File: src/shared/pcg_pkg.sv
// Purpose: Shared constants and carriers for the counter group control block
// Assumes: 12-bit byte address space, 64-bit register data path
// Notes:   Registers narrower than 64 bits sit in the low bits
package pcg_pkg;

  // Register byte offsets
  localparam logic [11:0] OFS_IRQ_EN_SET   = 12'hc40;
  localparam logic [11:0] OFS_IRQ_EN_CLR   = 12'hc60;
  localparam logic [11:0] OFS_OVF_CLR      = 12'hc80;
  localparam logic [11:0] OFS_OVF_SET      = 12'hcc0;
  localparam logic [11:0] OFS_SNAPSHOT     = 12'hd88;
  localparam logic [11:0] OFS_SEC_CTRL     = 12'hdf8;
  localparam logic [11:0] OFS_GROUP_CFG    = 12'he00;

  // Security control field positions
  localparam int SEC_PRESENT_BIT  = 31;
  localparam int SEC_PART_NS_BIT  = 3;
  localparam int SEC_MSG_NS_BIT   = 2;
  localparam int SEC_NS_ACC_BIT   = 1;
  localparam int SEC_OBSERVE_BIT  = 0;

  // Security control reset values
  localparam logic SEC_PART_NS_RST = 1'b0;
  localparam logic SEC_MSG_NS_RST  = 1'b1;
  localparam logic SEC_NS_ACC_RST  = 1'b1;
  localparam logic SEC_OBSERVE_RST = 1'b0;

  // Configuration field positions
  localparam int CFG_PARTFILT_BIT = 25;
  localparam int CFG_CAPTURE_BIT  = 22;
  localparam int CFG_MSG_BIT      = 21;
  localparam int CFG_SIZE_LSB     = 8;
  localparam int CFG_NCTR_LSB     = 0;

  // Snapshot trigger bit
  localparam int SNAP_TRIG_BIT    = 0;

  // Bitmap reset values
  localparam logic BITMAP_RST     = 1'b0;

  typedef struct packed {
    logic        valid;
    logic        write;
    logic        secure;
    logic [11:0] addr;
    logic [63:0] wdata;
  } pcg_req_t;

  typedef struct packed {
    logic        valid;
    logic [63:0] rdata;
  } pcg_rsp_t;

endpackage

File: src/rtl/pcg_flag_cell.sv
// Purpose: One bitmap bit with hardware set, software set and software clear
// Assumes: Synchronous active-low reset
// Notes:   Any set beats a clear in the same cycle
`timescale 1ns/1ps
module pcg_flag_cell #(
  parameter logic RST_VAL = 1'b0
) (
  // Clock and reset
  input  wire logic sys_clk,
  input  wire logic rst_b,
  // Controls
  input  wire logic hw_set,
  input  wire logic sw_set,
  input  wire logic sw_clr,
  // State
  output logic      q
);

  logic next_q;

  always_comb begin
    next_q = q;
    if (sw_clr) begin
      next_q = 1'b0;
    end
    if (hw_set || sw_set) begin
      next_q = 1'b1; // Set wins so no event is lost
    end
  end

  always_ff @(posedge sys_clk) begin
    if (!rst_b) begin
      q <= RST_VAL;
    end else begin
      q <= next_q;
    end
  end

endmodule

File: src/rtl/pcg_regs.sv
// Purpose: Control and status registers of one performance counter group
// Assumes: Memory-mapped port with one request per cycle, answer one cycle later
// Notes:   Counters, filters and message address registers live outside
//
// Overview of operation
// - Writing 1 in the enable clear view clears that enable; reads show all enables.
// - Bitmap bits above the last implemented counter read zero and ignore writes.
// - Writing 1 in the overflow clear view clears that flag; reads show all flags.
// - A counter wrapping past its maximum sets its overflow flag.
// - Overflow may raise the group interrupt and trigger a capture when enabled.
// - Writing 1 in the overflow set view sets that flag; reads match clear view.
// - Software-set flags here never raise interrupt or capture; fixed behaviour.
// - Writing 1 to snapshot bit 0 copies all counters into their shadows.
// - Snapshot register reads zero; without capture support the trigger does nothing.
// - Security control bit 31 is read-only one.
// - Bit 3 gives partition namespace of secure messages; reset 0, else reserved.
// - Bit 2 selects message nonsecure attribute; resets 1; reserved without messages.
// - Bit 1 at 0 makes all nonsecure accesses read zero and ignore writes.
// - With nonsecure access enabled, every message carries nonsecure attribute one.
// - Bit 0 at 0 forces every secure stream filter select to zero.
// - Security control is read-write for secure, read-zero write-ignore otherwise.
// - Without two security states the security control reads zero, ignores writes.
// - Without two security states all accesses pass and messages are nonsecure.
// - Configuration bit 25 reads one only when partition filtering exists.
// - Overflow interrupts only when counter interrupt enable and group enable are both set.
// - A counter counts only when its enable and the global enable are set.
`timescale 1ns/1ps
module pcg_regs #(
  parameter int         NUM_CTR        = 64,
  parameter bit         HAS_SECURITY   = 1'b1,
  parameter bit         HAS_MSG_IRQ    = 1'b1,
  parameter bit         HAS_CAPTURE    = 1'b1,
  parameter bit         HAS_PART_NS    = 1'b1,
  parameter bit         HAS_PART_FILT  = 1'b1,
  parameter logic [5:0] CTR_SIZE_M1    = 6'h3f
) (
  // Clock and reset
  input  wire logic                 sys_clk,
  input  wire logic                 rst_b,
  // Register port
  input  wire pcg_pkg::pcg_req_t    reg_req,
  output pcg_pkg::pcg_rsp_t         reg_rsp,
  // Counter events and controls from the counter array
  input  wire logic [NUM_CTR-1:0]   counter_wrap,
  input  wire logic [NUM_CTR-1:0]   counter_count_enable,
  input  wire logic                 global_count_enable,
  input  wire logic [NUM_CTR-1:0]   overflow_capture_enable,
  input  wire logic                 group_irq_enable,
  input  wire logic [NUM_CTR-1:0]   secure_stream_filter_sel,
  // Effective controls back to the counter array
  output logic [NUM_CTR-1:0]        count_allow,
  output logic [NUM_CTR-1:0]        eff_secure_stream_filter_sel,
  output logic                      capture_pulse,
  // Interrupt message attributes
  output logic                      group_irq_pulse,
  output logic                      msg_nonsecure_attr,
  output logic                      secure_msg_partition_namespace
);

  // One bitmap word serves at most 64 counters
  if (NUM_CTR < 1 || NUM_CTR > 64) begin : g_bad_num_ctr
    $error("NUM_CTR must be 1 to 64");
  end

  // Storage shared by both views of each bitmap
  logic [NUM_CTR-1:0] counter_irq_enable;
  logic [NUM_CTR-1:0] overflow_flag;

  // Security control fields
  logic sec_part_ns;
  logic sec_msg_ns;
  logic nonsecure_reg_access_en;
  logic sec_observe;

  // Decoded access strobes
  logic               acc_ok;
  logic               wr_ok;
  logic               sec_wr;
  logic [NUM_CTR-1:0] ien_set_w;
  logic [NUM_CTR-1:0] ien_clr_w;
  logic [NUM_CTR-1:0] ovf_set_w;
  logic [NUM_CTR-1:0] ovf_clr_w;
  logic               snap_w;

  // Next values
  logic                 next_sec_part_ns;
  logic                 next_sec_msg_ns;
  logic                 next_nonsecure_reg_access_en;
  logic                 next_sec_observe;
  pcg_pkg::pcg_rsp_t    next_reg_rsp;
  logic [NUM_CTR-1:0]   next_count_allow;
  logic [NUM_CTR-1:0]   next_eff_sel;
  logic                 next_capture_pulse;
  logic                 next_group_irq_pulse;
  logic                 next_msg_nonsecure_attr;
  logic                 next_part_ns_out;

  // Read helpers
  logic [63:0] ien_rd;
  logic [63:0] ovf_rd;
  logic [31:0] sec_rd;
  logic [31:0] cfg_rd;
  logic        part_ns_live;
  logic        msgs_nonsecure;

  // Access gating and write strobes
  always_comb begin
    acc_ok = reg_req.valid &&
             (!HAS_SECURITY || reg_req.secure || nonsecure_reg_access_en);
    wr_ok  = acc_ok && reg_req.write;
    sec_wr = wr_ok && HAS_SECURITY && reg_req.secure &&
             (reg_req.addr == pcg_pkg::OFS_SEC_CTRL);
    ien_set_w = '0;
    ien_clr_w = '0;
    ovf_set_w = '0;
    ovf_clr_w = '0;
    // Only implemented bits are taken; upper write data is dropped
    if (wr_ok && reg_req.addr == pcg_pkg::OFS_IRQ_EN_SET) begin
      ien_set_w = reg_req.wdata[NUM_CTR-1:0];
    end
    if (wr_ok && reg_req.addr == pcg_pkg::OFS_IRQ_EN_CLR) begin
      ien_clr_w = reg_req.wdata[NUM_CTR-1:0];
    end
    if (wr_ok && reg_req.addr == pcg_pkg::OFS_OVF_CLR) begin
      ovf_clr_w = reg_req.wdata[NUM_CTR-1:0];
    end
    if (wr_ok && reg_req.addr == pcg_pkg::OFS_OVF_SET) begin
      ovf_set_w = reg_req.wdata[NUM_CTR-1:0];
    end
    snap_w = HAS_CAPTURE && wr_ok && (reg_req.addr == pcg_pkg::OFS_SNAPSHOT) &&
             reg_req.wdata[pcg_pkg::SNAP_TRIG_BIT];
  end

  // One cell per counter for each shared bitmap
  for (genvar i = 0; i < NUM_CTR; i++) begin : g_bit
    pcg_flag_cell #(
      .RST_VAL (pcg_pkg::BITMAP_RST)
    ) u_ien (
      .sys_clk (sys_clk),
      .rst_b   (rst_b),
      .hw_set  (1'b0),
      .sw_set  (ien_set_w[i]),
      .sw_clr  (ien_clr_w[i]),
      .q       (counter_irq_enable[i])
    );
    pcg_flag_cell #(
      .RST_VAL (pcg_pkg::BITMAP_RST)
    ) u_ovf (
      .sys_clk (sys_clk),
      .rst_b   (rst_b),
      .hw_set  (counter_wrap[i]),
      .sw_set  (ovf_set_w[i]),
      .sw_clr  (ovf_clr_w[i]),
      .q       (overflow_flag[i])
    );
  end

  // Read data assembly
  always_comb begin
    ien_rd = '0;
    ovf_rd = '0;
    ien_rd[NUM_CTR-1:0] = counter_irq_enable;
    ovf_rd[NUM_CTR-1:0] = overflow_flag;
    // Bit 3 is reserved while messages are configured nonsecure
    part_ns_live = HAS_PART_NS && HAS_MSG_IRQ && !sec_msg_ns && !nonsecure_reg_access_en;
    sec_rd = '0;
    if (HAS_SECURITY && reg_req.secure) begin
      sec_rd[pcg_pkg::SEC_PRESENT_BIT] = 1'b1;
      sec_rd[pcg_pkg::SEC_PART_NS_BIT] = part_ns_live && sec_part_ns;
      sec_rd[pcg_pkg::SEC_MSG_NS_BIT]  = HAS_MSG_IRQ && sec_msg_ns;
      sec_rd[pcg_pkg::SEC_NS_ACC_BIT]  = nonsecure_reg_access_en;
      sec_rd[pcg_pkg::SEC_OBSERVE_BIT] = sec_observe;
    end
    cfg_rd = '0;
    cfg_rd[pcg_pkg::CFG_PARTFILT_BIT] = HAS_PART_FILT;
    cfg_rd[pcg_pkg::CFG_CAPTURE_BIT]  = HAS_CAPTURE;
    cfg_rd[pcg_pkg::CFG_MSG_BIT]      = HAS_MSG_IRQ;
    cfg_rd[pcg_pkg::CFG_SIZE_LSB+:6]  = CTR_SIZE_M1;
    cfg_rd[pcg_pkg::CFG_NCTR_LSB+:6]  = 6'(NUM_CTR - 1);
  end

  // Security control next state
  always_comb begin
    next_sec_part_ns             = sec_part_ns;
    next_sec_msg_ns              = sec_msg_ns;
    next_nonsecure_reg_access_en = nonsecure_reg_access_en;
    next_sec_observe             = sec_observe;
    if (sec_wr) begin
      if (HAS_PART_NS) begin
        next_sec_part_ns = reg_req.wdata[pcg_pkg::SEC_PART_NS_BIT];
      end
      if (HAS_MSG_IRQ) begin
        next_sec_msg_ns = reg_req.wdata[pcg_pkg::SEC_MSG_NS_BIT];
      end
      next_nonsecure_reg_access_en = reg_req.wdata[pcg_pkg::SEC_NS_ACC_BIT];
      next_sec_observe             = reg_req.wdata[pcg_pkg::SEC_OBSERVE_BIT];
    end
  end

  // Answer and output next state
  always_comb begin
    next_reg_rsp       = '0;
    next_reg_rsp.valid = reg_req.valid;
    if (acc_ok && !reg_req.write) begin
      case (reg_req.addr)
        pcg_pkg::OFS_IRQ_EN_SET: next_reg_rsp.rdata = ien_rd;
        pcg_pkg::OFS_IRQ_EN_CLR: next_reg_rsp.rdata = ien_rd;
        pcg_pkg::OFS_OVF_CLR:    next_reg_rsp.rdata = ovf_rd;
        pcg_pkg::OFS_OVF_SET:    next_reg_rsp.rdata = ovf_rd;
        pcg_pkg::OFS_SNAPSHOT:   next_reg_rsp.rdata = '0;
        pcg_pkg::OFS_SEC_CTRL:   next_reg_rsp.rdata = {32'h0, sec_rd};
        pcg_pkg::OFS_GROUP_CFG:  next_reg_rsp.rdata = {32'h0, cfg_rd};
        default:                 next_reg_rsp.rdata = '0;
      endcase
    end
    next_count_allow = counter_count_enable & {NUM_CTR{global_count_enable}};
    // Without secure observation the programmed select has no effect
    next_eff_sel = secure_stream_filter_sel &
                   {NUM_CTR{HAS_SECURITY && sec_observe}};
    // Only hardware wraps and snapshot writes carry side effects; software flag sets stay silent
    next_group_irq_pulse = group_irq_enable &&
                           |(counter_wrap & counter_irq_enable);
    next_capture_pulse   = snap_w ||
                           (HAS_CAPTURE && |(counter_wrap & overflow_capture_enable));
    msgs_nonsecure = !HAS_SECURITY || nonsecure_reg_access_en || sec_msg_ns;
    next_msg_nonsecure_attr = msgs_nonsecure;
    next_part_ns_out = !msgs_nonsecure && HAS_PART_NS && sec_part_ns;
  end

  always_ff @(posedge sys_clk) begin
    if (!rst_b) begin
      sec_part_ns                    <= pcg_pkg::SEC_PART_NS_RST;
      sec_msg_ns                     <= pcg_pkg::SEC_MSG_NS_RST;
      nonsecure_reg_access_en        <= pcg_pkg::SEC_NS_ACC_RST;
      sec_observe                    <= pcg_pkg::SEC_OBSERVE_RST;
      reg_rsp                        <= '0;
      count_allow                    <= '0;
      eff_secure_stream_filter_sel   <= '0;
      capture_pulse                  <= 1'b0;
      group_irq_pulse                <= 1'b0;
      msg_nonsecure_attr             <= 1'b1;
      secure_msg_partition_namespace <= 1'b0;
    end else begin
      sec_part_ns                    <= next_sec_part_ns;
      sec_msg_ns                     <= next_sec_msg_ns;
      nonsecure_reg_access_en        <= next_nonsecure_reg_access_en;
      sec_observe                    <= next_sec_observe;
      reg_rsp                        <= next_reg_rsp;
      count_allow                    <= next_count_allow;
      eff_secure_stream_filter_sel   <= next_eff_sel;
      capture_pulse                  <= next_capture_pulse;
      group_irq_pulse                <= next_group_irq_pulse;
      msg_nonsecure_attr             <= next_msg_nonsecure_attr;
      secure_msg_partition_namespace <= next_part_ns_out;
    end
  end

endmodule

File: config.mk
export PLATFORM = sky130hd
export DESIGN_NAME = pcg_regs
export DESIGN_NICKNAME = d
export VERILOG_FILES = /design/src/shared/pcg_pkg.sv /design/src/rtl/pcg_flag_cell.sv /design/src/rtl/pcg_regs.sv
export SDC_FILE = /design/constraint.sdc
export NUM_CORES = 1
export LEC_CHECK = 0
export BUFFER_PORTS_ARGS = -buffer_cell sky130_fd_sc_hd__buf_4
export CORE_AREA = 8 8 200 202
export CTS_BUF_LIST = sky130_fd_sc_hd__clkbuf_16
export DETAILED_ROUTE_END_ITERATION = 10
export DIE_AREA = 0 0 208 210
export SLEW_MARGIN = 20
export SYNTH_ARGS = -nofsm -noshare
export SYNTH_HDL_FRONTEND = slang
export SYNTH_SLANG_ARGS = --single-unit
export TNS_END_PERCENT = 5
File: constraint.sdc
create_clock -name sys_clk -period 2.34 [get_ports sys_clk]
set_clock_uncertainty 0.05 [all_clocks]
set_input_delay 0.117 -clock sys_clk [delete_from_list [all_inputs] [get_ports sys_clk]]
set_output_delay 0.117 -clock sys_clk [all_outputs]
set_load 0.05 [all_outputs]
==> results by group <==
Timing
  • Maximum clock frequency: between 0.4 and 0.5 GHz
  • Slew Limit Fails: 0
  • Min Tclk post-route: about 2.1 ns
  • Endpoints failing setup: 0
  • Rel. slew slack: about two fifths
  • Worst-Margin Slew: 0.906 ns
  • RSZ-0062 raised after global routing: no
  • Period utilisation layout: 88.2%
  • Setup ws final: about 0.28 ns
  • Final Hold Fails: 0
  • Setup TNS: 0 ns

Setup path
  • Critical path launch point: reg_req[72]
  • CP Capture Type: flip-flop
  • Worst path depth: 8
  • CP max FO: 64
  • Worst r2r path cells: 5
  • Crit-path cells: dlygate4sd3_1, buf_4, nor3_1, nand2b_1, nor4_4, buf_12, nand2_1, a32o_1
  • CP max stage delay: between 0.5 and 0.6 ns
  • Crit path kind: input port to flip-flop
  • Worst path slowest cell: dlygate4sd3_1
  • Worst path bufs/invs: 3
  • Required @ worst endpoint: around 2.7 ns
  • Reg2Reg Launch Point: nonsecure_reg_access_en
  • Arrival time at the worst endpoint: roughly 2.4 ns
  • Critical path's top delay family: buffers and inverters
  • Critical path startpoint category: input port

Synthesis
  • Mapped Avg Cell Area: 9.80 um^2
  • Yosys warns: 0
  • Post-synth ARST share: 0%
  • Sequential cell area fraction in the yosys report: a little under three fifths
  • Gate Count Post-Synth: 1216
  • Post-synth top flop: dfxtp_1
  • Synth cell types: 34
  • Post-Syn Nets: ~1600
  • Synth Register Bits: ~330
  • Mapped cell area: 11900 um^2
  • EDFF count, synth: 0

Detailed routing
  • DRT Pass-1 Iters: 5
  • Final antenna-violating net count: 0
  • Final WL: 61.1 mm
  • First DRT Iteration DRCs: approximately 1100
  • Residual DRC count: 0
  • Avg WL per Cell: ~25 um
  • Vias: ~13000
  • Vias per cell: ~5.4

Placement
  • Placement Setup Slack: 0.290 ns
  • Final HPWL DP: between 40 and 50 mm
  • Dpl cells: roughly 2100
  • Final Wtd Congestion: 0.907
  • I/O Buffers: about 540
  • Placed inst area: between 15000 and 20000 um^2

CTS
  • Post-CTS resize count: 0
  • Clock buffer count from CTS: 37
  • Clock Path Buffers: 3
  • Hold Buf Count CTS: about 270
  • CTS tree: yes
  • Register clock-pin slew on the reported worst setup and hold paths: roughly 0.060 ns
  • # Post-CTS Setup Buffers: 0
  • Clock Latency Late Sink: 0.54 ns
  • Root Driver: clkbuf_16
  • Clock sinks: 329
  • H-tree lvl count: 2

Cells and area
  • Commonest non-fill, non-tap cells in the layout: 554 x buf_4, 328 x dfxtp_1, 267 x dlygate4sd3_1
  • Fin area: 20300 um^2
  • Layout cell share with drive strength beyond 1: between 30% and 40%
  • Nets: 2312
  • Most common cell after layout, fill and taps aside: buf_4
  • Synth-to-layout area growth: 70.4%
  • Layout Cells excl Fill: ~2500

Worst hold path
  • Worst hold stages: 3
  • Hold path start: rst_b
  • Hold Path Class: input port to flip-flop

Power
  • Net Switching: approximately 3.2 mW
  • Sequential share of power: around 44%
  • Worst VDD drop: 0.393 mV
  • Sw Ratio: between 20% and 30%
  • Gate power share: between 10% and 20%
  • Clk network pwr share: 43.3%
  • Pwr/cell area: 648 nW/um^2
  • Int Pwr: about 9.9 mW
  • Total power: around 13 mW
  • Leak: approximately 9 nW

Outcome
  • Status: finished, final reports clean

Global route
  • Tot GR Track Use: between 20% and 30%
  • GR met1 Demand/Resource: slightly below 30%
  • Grt met2 use: roughly 47%
  • GRT met3 Usage: slightly below 7%
  • GRT Max-Usage Layer: met2
  • Pin count of the biggest net entering global routing: 100
  • Global-route wire length before repair: 88.7 mm
  • Congestion Overflow GR: 0
  • Initial antenna violation count: 9
  • Vias in the first global route: 13900

Die
  • Initial Utilization: 32.2%
  • Die ar.: 43700 um^2
  • Width of the die: roughly 210 um
  • Row count: a little over 70
  • Io pins: between 500 and 600
  • Placeable core region: around 37000 um^2
  • DIE HEIGHT: ~210 um

Job
  • Max-cap viol count: 0
[worst reg2reg max path: stages (launching register included)]
cell and delay [ns]:
dfxtp_1 0.33, o211ai_1 0.24, nor2_4 0.18, buf_4 0.68, a32oi_1 0.31, nand2_1 0.12
[routing by layer]
| layer | up-vias | share of wire [%] |
|---|---|---|
| met2 | 699 | 50 |
| met1 | 6525 | 37 |
| met4 | 0 | 4.7 |
| met3 | 131 | 8.0 |
| li1 | 6125 | - |
| met5 | - | 0 |
[synthesized netlist by cell type (4+ instances only)]
| library cell | instances | area [um^2] |
|---|---|---|
| dfxtp_1 | 329 | 6590 |
| nand2_1 | 140 | 526 |
| nand3_1 | 131 | 656 |
| and3_1 | 130 | 813 |
| clkbuf_1 | 89 | 334 |
| a22oi_1 | 84 | 631 |
| nor2_1 | 67 | 251 |
| a32oi_1 | 65 | 569 |
| a32o_1 | 64 | 641 |
| a221oi_1 | 28 | 245 |
| a22o_1 | 14 | 123 |
| nand4_1 | 12 | 75.1 |
| buf_1 | 11 | 41.3 |
| buf_2 | 8 | 40.0 |
| nor3_1 | 7 | 35.0 |
| buf_6 | 6 | 67.6 |
| a31oi_1 | 4 | 25.0 |
| inv_1 | 4 | 15.0 |
| mux2i_1 | 4 | 40.0 |
[final timing paths]
path | to | slack, ns
hold reg to reg | g_bit[55].u_ovf.q | 0.40
hold / removal | msg_nonsecure_attr | 0.04
setup reg to reg | g_bit[36].u_ovf.q | 0.37
setup / recovery | g_bit[38].u_ien.q | 0.28
[kinds of logic after synthesis]
kind of cell	share of synthesized area (%)
AO/OA/AOI/OAI	19.2
AND/OR/NAND/NOR	21.0
multiplexers	0.336
buffers and inverters	4.18
flip-flops	55.3
[sequential cells by signal, indices dropped and copies added, names as in the netlist]
name                            count
msg_nonsecure_attr                  1
sec_part_ns                         1
count_allow                        64
sec_msg_ns                          1
g_bit.u_ien.q                      64
reg_rsp                            65
secure_msg_partition_namespace      1
g_bit.u_ovf.q                      64
eff_secure_stream_filter_sel       64
nonsecure_reg_access_en             1
group_irq_pulse                     1
capture_pulse                       1
sec_observe                         1
[power by group through the flow]
stage / Clock, mW / Sequential (mW) / Combinational [mW]
2_1_floorplan: 0 / 6.09 / 0.281
3_3_place_gp: 0 / 5.93 / 1.22
3_5_place_dp: 0 / 5.94 / 1.23
4_1_cts: 5.82 / 5.81 / 1.62
5_1_grt: 6.04 / 5.83 / 1.72
6_report: 5.70 / 5.82 / 1.63
[final cells by class]
type / instances / area [um^2]
clock inverters: 26 / 199
flip-flops and latches: 329 / 6590
well taps: 474 / 593
fillers: 3178 / 16700
diodes: 10 / 25.0
clock buffers: 39 / 976
inverters: 4 / 15.0
repair buffers: 832 / 7050
multi-input cells: 769 / 4850
[stage by stage]
stage                     util, %  hold slack [ns]
after floorplan                 -            0.171
after global placement       44.4            0.291
after detailed placement     44.4            0.302
after CTS                    54.9          0.00315
after global routing         54.9           0.0286
final                        54.9           0.0422
Note: power is estimated with default switching activity, not from simulation.
